### src/inc/adcc_pkg.sv
// Register map, field layout and state types of the converter control block
package adcc_pkg;
	localparam int ADDR_W = 8; // Register address width
	localparam int DATA_W = 8; // Register data width
	localparam int RES_W = 10; // Result width
	localparam int NUM_CH = 5; // Analog input count
	localparam int IRQ_W = 2; // Interrupt event count
	// Register addresses
	localparam logic [ADDR_W-1:0] ADDR_RES_HIGH = 8'h1E;
	localparam logic [ADDR_W-1:0] ADDR_CTRL_PRI = 8'h1F;
	localparam logic [ADDR_W-1:0] ADDR_IRQ_STAT = 8'h20;
	localparam logic [ADDR_W-1:0] ADDR_IRQ_MASK = 8'h21;
	localparam logic [ADDR_W-1:0] ADDR_RES_LOW = 8'h9E;
	localparam logic [ADDR_W-1:0] ADDR_CTRL_SEC = 8'h9F;
	// Primary control fields
	localparam int PRI_CLK_LSB = 6; // Clock select, two bits
	localparam int PRI_CH_LSB = 3; // Channel select, three bits
	localparam int PRI_GO = 2; // Conversion status
	localparam int PRI_ON = 0; // Converter power
	// Secondary control fields; bits 4:0 set pins analog
	localparam int SEC_REF_HIGH = 5; // Upper reference from pin
	localparam int SEC_RANGE = 6; // Clock range select
	localparam int SEC_REF_LOW = 7; // Lower reference from pin
	// Interrupt status bits
	localparam int IRQ_DONE = 0; // Conversion complete
	localparam int IRQ_TRIG = 1; // Start by compare trigger
	// Reset values and writable bits
	localparam logic [DATA_W-1:0] PRI_RESET = 8'h00;
	localparam logic [DATA_W-1:0] PRI_WMASK = 8'hFD;
	localparam logic [DATA_W-1:0] SEC_RESET = 8'h00;
	// Clock select codes and divider terminal counts
	localparam logic [1:0] CLK_SEL_DIV_A = 2'h0;
	localparam logic [1:0] CLK_SEL_DIV_B = 2'h1;
	localparam logic [1:0] CLK_SEL_DIV_C = 2'h2;
	localparam logic [1:0] CLK_SEL_RC = 2'h3;
	localparam logic [5:0] DIV_LAST_2 = 6'h01;
	localparam logic [5:0] DIV_LAST_4 = 6'h03;
	localparam logic [5:0] DIV_LAST_8 = 6'h07;
	localparam logic [5:0] DIV_LAST_16 = 6'h0F;
	localparam logic [5:0] DIV_LAST_32 = 6'h1F;
	localparam logic [5:0] DIV_LAST_64 = 6'h3F;
	localparam logic [3:0] TRIAL_FIRST = 4'h9; // Most significant trial bit
	localparam logic [3:0] CMP_SETTLE = 4'h2; // Cycles before the synced comparator is fresh
	// Converter sequence, Gray along the path
	typedef enum logic [1:0] {
		ST_IDLE = 2'b00,
		ST_SAMPLE = 2'b01,
		ST_CONV = 2'b11,
		ST_STORE = 2'b10
	} adcc_state_type;
	// Whole state of the control module
	typedef struct packed {
		adcc_state_type state;
		logic [DATA_W-1:0] pri;
		logic [DATA_W-1:0] sec;
		logic [RES_W-1:0] result;
		logic [RES_W-1:0] code;
		logic [3:0] bit_idx;
		logic [3:0] samp_cnt;
		logic sample;
		logic cmp_meta;
		logic cmp_sync;
		logic [IRQ_W-1:0] irq_stat;
		logic [IRQ_W-1:0] irq_mask;
		logic irq;
		logic [DATA_W-1:0] rdata;
	} adcc_regs_type;
	localparam adcc_regs_type REGS_RESET = '{state: ST_IDLE, pri: PRI_RESET,
		sec: SEC_RESET, default: '0};
endpackage

### src/inc/adcc_tick_if.sv
// Link between the control module and its conversion clock generator
`timescale 1ns/1ps
interface adcc_tick_if;
	logic [1:0] clk_sel; // Clock select field
	logic range_sel; // Divider range bit
	logic run; // Conversion under way
	logic sleep; // Device asleep
	logic tick; // One-cycle conversion clock enable
	modport ctrl(output clk_sel, output range_sel, output run, output sleep, input tick);
	modport gen(input clk_sel, input range_sel, input run, input sleep, output tick);
endinterface

### src/adcc_conv_ctrl.sv
// Converter control: registers, start logic, successive approximation, interrupt
`timescale 1ns/1ps
module adcc_conv_ctrl #(
	parameter logic [3:0] SAMPLE_TICKS = 4'h2 // Acquisition length in ticks
) (
	input wire logic clk_i,
	input wire logic rst_i,
	input wire logic [adcc_pkg::ADDR_W-1:0] addr_i,
	input wire logic [adcc_pkg::DATA_W-1:0] wdata_i,
	input wire logic wr_i,
	input wire logic rd_i,
	output logic [adcc_pkg::DATA_W-1:0] rdata_o,
	input wire logic special_trigger_i,
	input wire logic sleep_i,
	input wire logic rc_clk_i,
	input wire logic comparator_i,
	output logic [2:0] channel_sel_o,
	output logic [adcc_pkg::NUM_CH-1:0] analog_enable_o,
	output logic ref_high_pin_o,
	output logic ref_low_pin_o,
	output logic converter_on_o,
	output logic sample_o,
	output logic [adcc_pkg::RES_W-1:0] dac_code_o,
	output logic irq_o
);
	import adcc_pkg::*;

	adcc_regs_type r; // Registered state
	adcc_regs_type n; // Next state
	logic wr_pri; // Primary control write
	logic wr_sec; // Secondary control write
	logic start_sw; // Software start request
	logic start_trig; // Compare trigger start
	logic [IRQ_W-1:0] ev; // Events this cycle
	logic [IRQ_W-1:0] clr; // Status bits cleared by software
	logic [3:0] tick_seen; // Trials counted for checking

	// Clock generator link
	adcc_tick_if tk();

	assign tk.clk_sel = r.pri[PRI_CLK_LSB +: 2];
	assign tk.range_sel = r.sec[SEC_RANGE];
	assign tk.run = (r.state != ST_IDLE);
	assign tk.sleep = sleep_i;

	// Conversion clock enable source
	adcc_tick_gen u_tick (
		.clk_i(clk_i),
		.rst_i(rst_i),
		.rc_clk_i(rc_clk_i),
		.tk(tk)
	);

	// Outputs straight from state flops
	assign rdata_o = r.rdata;
	assign channel_sel_o = r.pri[PRI_CH_LSB +: 3];
	assign analog_enable_o = r.sec[NUM_CH-1:0];
	assign ref_high_pin_o = r.sec[SEC_REF_HIGH];
	assign ref_low_pin_o = r.sec[SEC_REF_LOW];
	assign converter_on_o = r.pri[PRI_ON];
	assign sample_o = r.sample;
	assign dac_code_o = r.code;
	assign irq_o = r.irq;

	// Write decode
	assign wr_pri = wr_i && (addr_i == ADDR_CTRL_PRI);
	assign wr_sec = wr_i && (addr_i == ADDR_CTRL_SEC);
	// Start needs power in the value written
	assign start_sw = wr_pri && wdata_i[PRI_GO] && wdata_i[PRI_ON];
	// Trigger counts only while powered and not rewritten
	assign start_trig = special_trigger_i && r.pri[PRI_ON] && !wr_pri;

	// Next state of the whole block
	always_comb begin
		logic [RES_W-1:0] code_v;
		code_v = r.code;
		n = r;
		ev = '0;
		clr = '0;
		// Comparator crosses in from the analog side
		n.cmp_meta = comparator_i;
		n.cmp_sync = r.cmp_meta;

		// Control register writes
		if (wr_pri) begin
			// Bit 1 never stores
			n.pri = wdata_i & PRI_WMASK;
			// Go holds only together with power
			n.pri[PRI_GO] = wdata_i[PRI_GO] && wdata_i[PRI_ON];
			// A busy converter keeps its status bit set when go and power are written
			if (r.state != ST_IDLE && wdata_i[PRI_GO] && wdata_i[PRI_ON]) begin
				n.pri[PRI_GO] = 1'b1;
			end
		end
		if (wr_sec) begin
			n.sec = wdata_i;
		end
		if (wr_i && addr_i == ADDR_IRQ_MASK) begin
			n.irq_mask = wdata_i[IRQ_W-1:0];
		end
		if (wr_i && addr_i == ADDR_IRQ_STAT) begin
			clr = wdata_i[IRQ_W-1:0];
		end

		// Conversion sequence
		unique case (r.state)
			ST_IDLE: begin
				if (start_sw) begin
					// Software start
					n.state = ST_SAMPLE;
					n.samp_cnt = '0;
					n.sample = 1'b1;
				end else if (start_trig) begin
					// Compare trigger start
					n.pri[PRI_GO] = 1'b1;
					n.state = ST_SAMPLE;
					n.samp_cnt = '0;
					n.sample = 1'b1;
					ev[IRQ_TRIG] = 1'b1;
				end
			end
			ST_SAMPLE: begin
				// Hold the input for the acquisition ticks
				if (tk.tick) begin
					if (r.samp_cnt == SAMPLE_TICKS - 4'h1) begin
						n.sample = 1'b0;
						n.code = '0;
						n.code[TRIAL_FIRST] = 1'b1;
						n.bit_idx = TRIAL_FIRST;
						n.samp_cnt = '0;
						n.state = ST_CONV;
					end else begin
						n.samp_cnt = r.samp_cnt + 4'h1;
					end
				end
			end
			ST_CONV: begin
				// Count cycles since the code changed; the synchroniser lags two
				if (r.samp_cnt < CMP_SETTLE) begin
					n.samp_cnt = r.samp_cnt + 4'h1;
				end
				// One trial bit decided per settled tick
				if (tk.tick && r.samp_cnt >= CMP_SETTLE) begin
					n.samp_cnt = '0;
					if (!r.cmp_sync) begin
						code_v[r.bit_idx] = 1'b0;
					end
					if (r.bit_idx == 4'h0) begin
						// Result lands first
						n.result = code_v;
						n.state = ST_STORE;
					end else begin
						code_v[r.bit_idx - 4'h1] = 1'b1;
						n.bit_idx = r.bit_idx - 4'h1;
					end
					n.code = code_v;
				end
			end
			ST_STORE: begin
				// Status drops one cycle after the result
				n.pri[PRI_GO] = 1'b0;
				n.state = ST_IDLE;
				ev[IRQ_DONE] = 1'b1;
			end
		endcase

		// Power off or go cleared aborts
		if (r.state != ST_IDLE && r.state != ST_STORE &&
			(!n.pri[PRI_ON] || !n.pri[PRI_GO])) begin
			n.pri[PRI_GO] = 1'b0;
			n.state = ST_IDLE;
			n.sample = 1'b0;
		end

		// Sticky status, set beats clear
		n.irq_stat = (r.irq_stat & ~clr) | ev;
		n.irq = |(n.irq_stat & n.irq_mask);

		// Read data stand for one cycle only
		n.rdata = '0;
		if (rd_i) begin
			unique case (addr_i)
				ADDR_RES_HIGH: n.rdata = r.result[RES_W-1 -: DATA_W];
				ADDR_RES_LOW: n.rdata = {r.result[RES_W-DATA_W-1:0],
					{(2*DATA_W-RES_W){1'b0}}};
				ADDR_CTRL_PRI: n.rdata = r.pri & PRI_WMASK;
				ADDR_CTRL_SEC: n.rdata = r.sec;
				ADDR_IRQ_STAT: n.rdata = {{(DATA_W-IRQ_W){1'b0}}, r.irq_stat};
				ADDR_IRQ_MASK: n.rdata = {{(DATA_W-IRQ_W){1'b0}}, r.irq_mask};
				default: n.rdata = '0; // Unmapped reads zero
			endcase
		end
	end

	// State register, cleared by reset
	always_ff @(posedge clk_i) begin
		if (rst_i) begin
			r <= REGS_RESET;
		end else begin
			r <= n;
		end
	end

	// Trial counter watched by the checks
	always_ff @(posedge clk_i) begin
		if (rst_i || r.state != ST_CONV) begin
			tick_seen <= '0;
		end else if (tk.tick && r.samp_cnt >= CMP_SETTLE) begin
			tick_seen <= tick_seen + 4'h1;
		end
	end
endmodule

### src/adcc_tick_gen.sv
// Conversion clock enable: system clock divider or synchronised RC clock
`timescale 1ns/1ps
module adcc_tick_gen
	import adcc_pkg::*;
(
	input wire logic clk_i,
	input wire logic rst_i,
	input wire logic rc_clk_i,
	adcc_tick_if.gen tk
);
	// Whole state of the generator
	typedef struct packed {
		logic rc_meta; // First synchroniser stage
		logic rc_sync; // Second synchroniser stage
		logic rc_prev; // Edge detect history
		logic [5:0] cnt; // Divider count
		logic tick;
	} adcc_gen_type;
	adcc_gen_type r;
	adcc_gen_type n;

	// Terminal count for a clock code and range
	function automatic logic [5:0] div_last(input logic [1:0] sel, input logic range);
		logic [5:0] v;
		v = DIV_LAST_2;
		unique case (sel)
			CLK_SEL_DIV_A: v = range ? DIV_LAST_4 : DIV_LAST_2;
			CLK_SEL_DIV_B: v = range ? DIV_LAST_16 : DIV_LAST_8;
			CLK_SEL_DIV_C: v = range ? DIV_LAST_64 : DIV_LAST_32;
			CLK_SEL_RC: v = DIV_LAST_2;
		endcase
		return v;
	endfunction

	assign tk.tick = r.tick;

	// Next state: divider or RC edge picks the tick
	always_comb begin
		logic rc_mode;
		rc_mode = (tk.clk_sel == CLK_SEL_RC);
		n = r;
		n.rc_meta = rc_clk_i;
		n.rc_sync = r.rc_meta;
		n.rc_prev = r.rc_sync;
		n.tick = 1'b0;
		if (!tk.run) begin
			n.cnt = '0;
		end else if (rc_mode) begin
			// RC clock keeps running in sleep
			n.tick = r.rc_sync && !r.rc_prev;
		end else if (!tk.sleep) begin
			// System divider, stalled while asleep
			if (r.cnt >= div_last(tk.clk_sel, tk.range_sel)) begin
				n.cnt = '0;
				n.tick = 1'b1;
			end else begin
				n.cnt = r.cnt + 6'h01;
			end
		end
	end

	// State register
	always_ff @(posedge clk_i) begin
		if (rst_i) begin
			r <= '0;
		end else begin
			r <= n;
		end
	end
endmodule

### config.mk
export PLATFORM = sky130hd
export DESIGN_NAME = adcc_conv_ctrl
export DESIGN_NICKNAME = d
export VERILOG_FILES = /design/src/inc/adcc_pkg.sv /design/src/inc/adcc_tick_if.sv /design/src/adcc_conv_ctrl.sv /design/src/adcc_tick_gen.sv
export SDC_FILE = /design/constraint.sdc
export NUM_CORES = 1
export LEC_CHECK = 0
export BUFFER_PORTS_ARGS = -buffer_cell sky130_fd_sc_hd__clkbuf_2
export CAP_MARGIN = 5
export CORE_ASPECT_RATIO = 1.1
export CORE_MARGIN = 2
export CORE_UTILIZATION = 45
export CTS_CLUSTER_SIZE = 20
export DETAILED_ROUTE_END_ITERATION = 10
export MAX_ROUTING_LAYER = met4
export PLACE_DENSITY = 0.69
export RECOVER_POWER = 50
export REMOVE_ABC_BUFFERS = 1
export SLEW_MARGIN = 20
export SYNTH_ARGS = -nofsm -noshare
export SYNTH_HDL_FRONTEND = slang
export SYNTH_SLANG_ARGS = --single-unit
### constraint.sdc
create_clock -name clk_i -period 2.4 [get_ports clk_i]
set_input_delay 0.24 -clock clk_i [delete_from_list [all_inputs] [get_ports clk_i]]
set_output_delay 0.24 -clock clk_i [all_outputs]
set_load 0.005 [all_outputs]
* Yosys cells after proc, flatten, opt, wreduce, memory -nomap -nowiden *
Cells that the tools add are included.

storage, ports and cells
  bits in registers = 71

operators by class
  add/subtract/negate cells = 3
  $lt $le $gt $ge = 7
  equality and inequality tests = 21
  multiplexer cells = 50
  bitwise logic cells = 11
  reductions and logical operators = 40

operator list
  cell                                                                           count
  8-bit one-hot mux with 6 select lines                                          1
  10-bit two-way mux                                                             4
  6-bit two-way mux                                                              5
  14-bit one-hot mux with 2 select lines                                         1
  19-bit two-way mux                                                             1
  18-bit two-way mux                                                             1
  2-bit two-way mux                                                              9
  6-bit one-hot mux with 3 select lines                                          1
  1-bit logical AND                                                              17
  8-bit by 5-bit == test with 1-bit output (second input constant)               2
  8-bit by 6-bit == test with 1-bit output (second input constant)               2
  8-bit == test (second input constant)                                          2
  4-bit two-way mux                                                              4
  14-bit two-way mux                                                             1
  1-bit two-way mux                                                              13
  4-bit one-hot mux with 3 select lines                                          1
  4-bit AND reduction                                                            3
  10-bit bitwise AND                                                             1
  4-bit by 5-bit less-than comparator with 1-bit output (second input constant)  2
  5-bit two-way mux                                                              2
  2-bit inequality test (second input constant)                                  5
  10-bit inverter                                                                1
  10-bit OR                                                                      1
  5-bit AND reduction                                                            2
  other kinds (29)                                                               50

* Depth between registers and ports, before layout *
  depth after elaboration = 13
  mapped depth = 9
  gate-level depth less buffers = 9

* Modules after synthesis *
Synthesis repeated with hierarchy kept, for this count alone.

second synthesis, totals
  cell total of the unflattened synthesis = 451
  area total of the unflattened synthesis = 3,836.2 um^2

modules (own cells, without submodules)
  module          instances  cells each  area an instance (um^2)  seq. area each (um^2)
  adcc_conv_ctrl  1          386         3,230.6                  1,221.2
  adcc_tick_gen   1          65          605.6                    200.2

* Least setup slack after synthesis *
No wires, ideal clock.

  path type = reg2reg
  start = register r[58] in the netlist's numbering
  end = register u_tick.r[6] in the netlist's numbering
  setup time = 80 ps
  arrival = 2,149 ps
  slack = 171 ps
  stages on the path, launching flop included = 10
  buffers on the path = 0
  period minus slack after synthesis = 2,229 ps
  cells stage by stage = dfxtp_1 > inv_1 > ha_1 > nor2b_1 > ha_1 > a21o_1 > a21o_1 > a211oi_1 > o211ai_1 > a22oi_1

between the ends
  word-level cells in the longest chain between the ends = 7
  elaborated cells between the ends (all ways) = 12

RTL lines
  element                                line                   RTL
  start, declared                        adcc_conv_ctrl.sv:28   adcc_regs_type r;
  start signal, assigned                 adcc_conv_ctrl.sv:200  r <= n;
  2-bit == test (tied with other cells)  adcc_tick_gen.sv:26    unique case (sel)
  6-bit one-hot mux with 3 select lines  adcc_tick_gen.sv:26
  6-bit two-way mux                      adcc_tick_gen.sv:51    end else if (!tk.sleep) begin
  6-bit two-way mux                      adcc_tick_gen.sv:48    end else if (rc_mode) begin
  6-bit two-way mux                      adcc_tick_gen.sv:46    if (!tk.run) begin
  6-bit >= comparator                    adcc_tick_gen.sv:53    if (r.cnt >= div_last(tk.clk_sel, tk.range_sel)) begin
  6-bit two-way mux                      adcc_tick_gen.sv:53
  end signal, assigned                   adcc_tick_gen.sv:67    r <= n;
  end, declared                          adcc_tick_gen.sv:19    adcc_gen_type r;

Several ways; a longest one is shown, not always the timed one. The select of a mux whose other input is x is not followed.
A chain may end at the register's enable or synchronous reset.

* Worst setup path in the final report *
Ends and elaborated chain as after synthesis.

==> results.toml <==
[outcome]
status = "finished clean"

[placement]
port_buffers = 54
dp_cells = 568
gp_congestion = 0.907
place_hpwl_um = 6420

[setup_path]
cp_num_buf_inv = 1
worstSetupEndpointType = "flop"
critPathMaxStageDelay_ps = 330
crit_arrival_ps = 2460
crit_path_max_fanout = 6
start_kind = "flop"
required_ps = 2680
crit_family = "compound AO/OA/AOI/OAI gates"
cpMostUsedCell = "a21o_1"
cp_slowest_cell = "dfxtp_1"
worstSetupPathType = "reg2reg"
cp_cell_sequence = "inv_1, ha_4, nor2b_1, ha_1, a21o_1, a21o_1, a211oi_2, o211ai_1, a22oi_1"

[final_layout]
final_cells = 584
area_delta_synth_final_pct = 12.3
layout-drive-gt1-share = 0.168
antenna_cells = 0
nNetsFinal = 513

[timing]
tns_ps = 0
setup_viol = 0
fin_crit_ps = 2180
rsz0062_at_grt = "no"
tightest_slew_ps = 1060
finalClockSkew_ps = 8.11
max_freq_mhz = 459
period_share = 0.908
slew_headroom = 0.291
hold_viol = 0
whs_ps = 98.1
slew_viol_final = 0

[global_route]
grt_max_degree = 25
grt_pass1_vias = 3033
grt_usage = 0.206
grt_pass1_wl_um = 14600
overflow = 0
antenna_found_initial = 0

[logic_synthesis]
synth_top_area_frac = 0.384
ys.warnings.count = 0
syn_avg_cell_area_um2 = 8.52
synthCells = 435
ys.flop_type = "dfxtp_1"
synthArstFlopShare = 0
yosysTopAreaCell = "dfxtp_1"
yosys-top-cells-area = "dfxtp_1 38%, ha_1 6.1%, a21oi_1 5.5%, buf_4 5.3%, nand2_1 4.5%"
ys_ff_latch = 71
synth.distinct_cells = 61
synth_edf_count = 0
synth-seq-area-share = 0.384
syn_area_um2 = 3710

[clock_tree]
cts-root-buf = "clkbuf_8"
h-tree-depth = 3
cts_tree = "done"
post-cts-setup-buffers = 0
cts.sinks = 71
clk_latency_ps = 350
cts_hold_buffers = 0
cts_made_buffers = 9
clock_path_buffers = 2
clk_pin_slew_ps = 90

[die]
num_rows = 34
io_pins = 55
start_util = 0.466
dieArea_um2 = 8980
core_um2 = 7960
fp.dieW_um = 90.5
die_y_um = 99.2

[drt]
vias = 3207
route.detailed.drc = 0
wl_um = 8680
dr.pass1.iters = 5
drt-wirelength-per-cell_um = 14.9
initialDrtViolationCount = 184
via_per_inst = 5.49
postRouteAntennaNets = 0

[pwr]
max-vdd-ir-drop_mv = 0.300
total_leakage_power_nw = 1.61
p_per_area_nw_per_um2 = 569
p_total_w = 0.00237

[min_path]
worst_hold_path_type = "in2reg"

[run]
maxCapViolCount = 0
## per-layer routing
metal	part of all wire	GRT usage	vias up
met5	0	-	-
met4	0.019	0.0734	0
met3	0.061	0.0432	12
met2	0.45	0.315	106
met1	0.47	0.272	1483
li1	-	-	1606
## registers in the layout, indices dropped and copies added, names as in the netlist
register	count
irq_o	1
u_tick.tk.tick	1
ref_low_pin_o	1
analog_enable_o	5
n	1
dac_code_o	10
r	29
u_tick.n	2
converter_on_o	1
u_tick.r	7
ref_high_pin_o	1
sample_o	1
channel_sel_o	3
rdata_o	8
## synthesized netlist by cell type, types with 4 or more instances
cell and count:
a21oi_1 41, a22o_1 8, a22oi_1 5, a31oi_1 7
and3_1 4, buf_4 26, clkbuf_1 10, dfxtp_1 71
ha_1 18, inv_1 13, mux2i_1 15, nand2_1 44
nand2b_1 4, nand3_1 19, nand4_1 4, nor2_1 43
nor2b_1 8, nor3_1 6, nor3b_1 4, o21ai_0 16
o31ai_1 4, or3_1 6
## logic make-up after synthesis
group / count (synthesis) / share of synthesized area
adders and majority gates: 18 / 0.0608
xor gates and xnor gates: 5 / 0.0118
buffers and inverters: 55 / 0.0847
AOI/OAI and AO/OA: 103 / 0.177
and+or+nand+nor: 164 / 0.223
muxes: 19 / 0.0587
DFF: 71 / 0.384
## layout by cell type (no fill, tap or decap), drive strengths merged, types with 10 or more instances in the layout
cell	netlist	final
a21oi	41	41
buf	32	10
clkbuf	10	66
dfxtp	71	71
ha	18	18
inv	13	16
mux2i	15	15
nand2	44	44
nand3	20	20
nor2	43	43
o21ai	17	17
## final cells by class
class	instances	area (µm²)
Clock inverter	7	103
Sequential cell	71	1420
Inverter	13	48.8
Tap cell	108	135
Fill cell	769	3790
Clock buffer	9	124
Multi-Input combinational cell	309	1990
Timing Repair Buffer	67	335
## power breakdown
| part | switching, W | internal (W) | leakage (nW) |
|---|---|---|---|
| registers | 0.00000230 | 0.00118 | 0.573 |
| clock network | 0.000493 | 0.000598 | 0.111 |
| logic | 0.0000564 | 0.0000367 | 0.925 |
| total | 0.000551 | 0.00182 | 1.61 |
## path summary, 6_finish.rpt
path / depth (start not counted) / startpoint / slack [ps] / to
max reg2reg: 9 / r[58]$_SDFFE_PP0N_ / 220 / u_tick.r[6]$_SDFFE_PP0P_
max: 9 / r[58]$_SDFFE_PP0N_ / 220 / u_tick.r[6]$_SDFFE_PP0P_
min reg2reg: 1 / n[13]$_SDFF_PP0_ / 450 / r[13]$_SDFF_PP0_
min: 2 / comparator_i / 100 / n[13]$_SDFF_PP0_
## what timing repair did
item,CTS,global route
gates resized for setup,0,3
setup endpoints to repair,0,7
endpoints found under the hold margin,0,0
## metrics by stage
step | setup WS [ps] | instance area [µm²] | util
4_1_cts | 16.5 | 4170 | 0.524
3_3_place_gp | 121 | 3940 | 0.496
5_1_grt | 36.8 | 4160 | 0.523
2_1_floorplan | 171 | 3440 | -
6_report | 221 | 4160 | 0.523
3_5_place_dp | 38.7 | 3940 | 0.496
No activity file was read; power rests on OpenSTA's default activity.
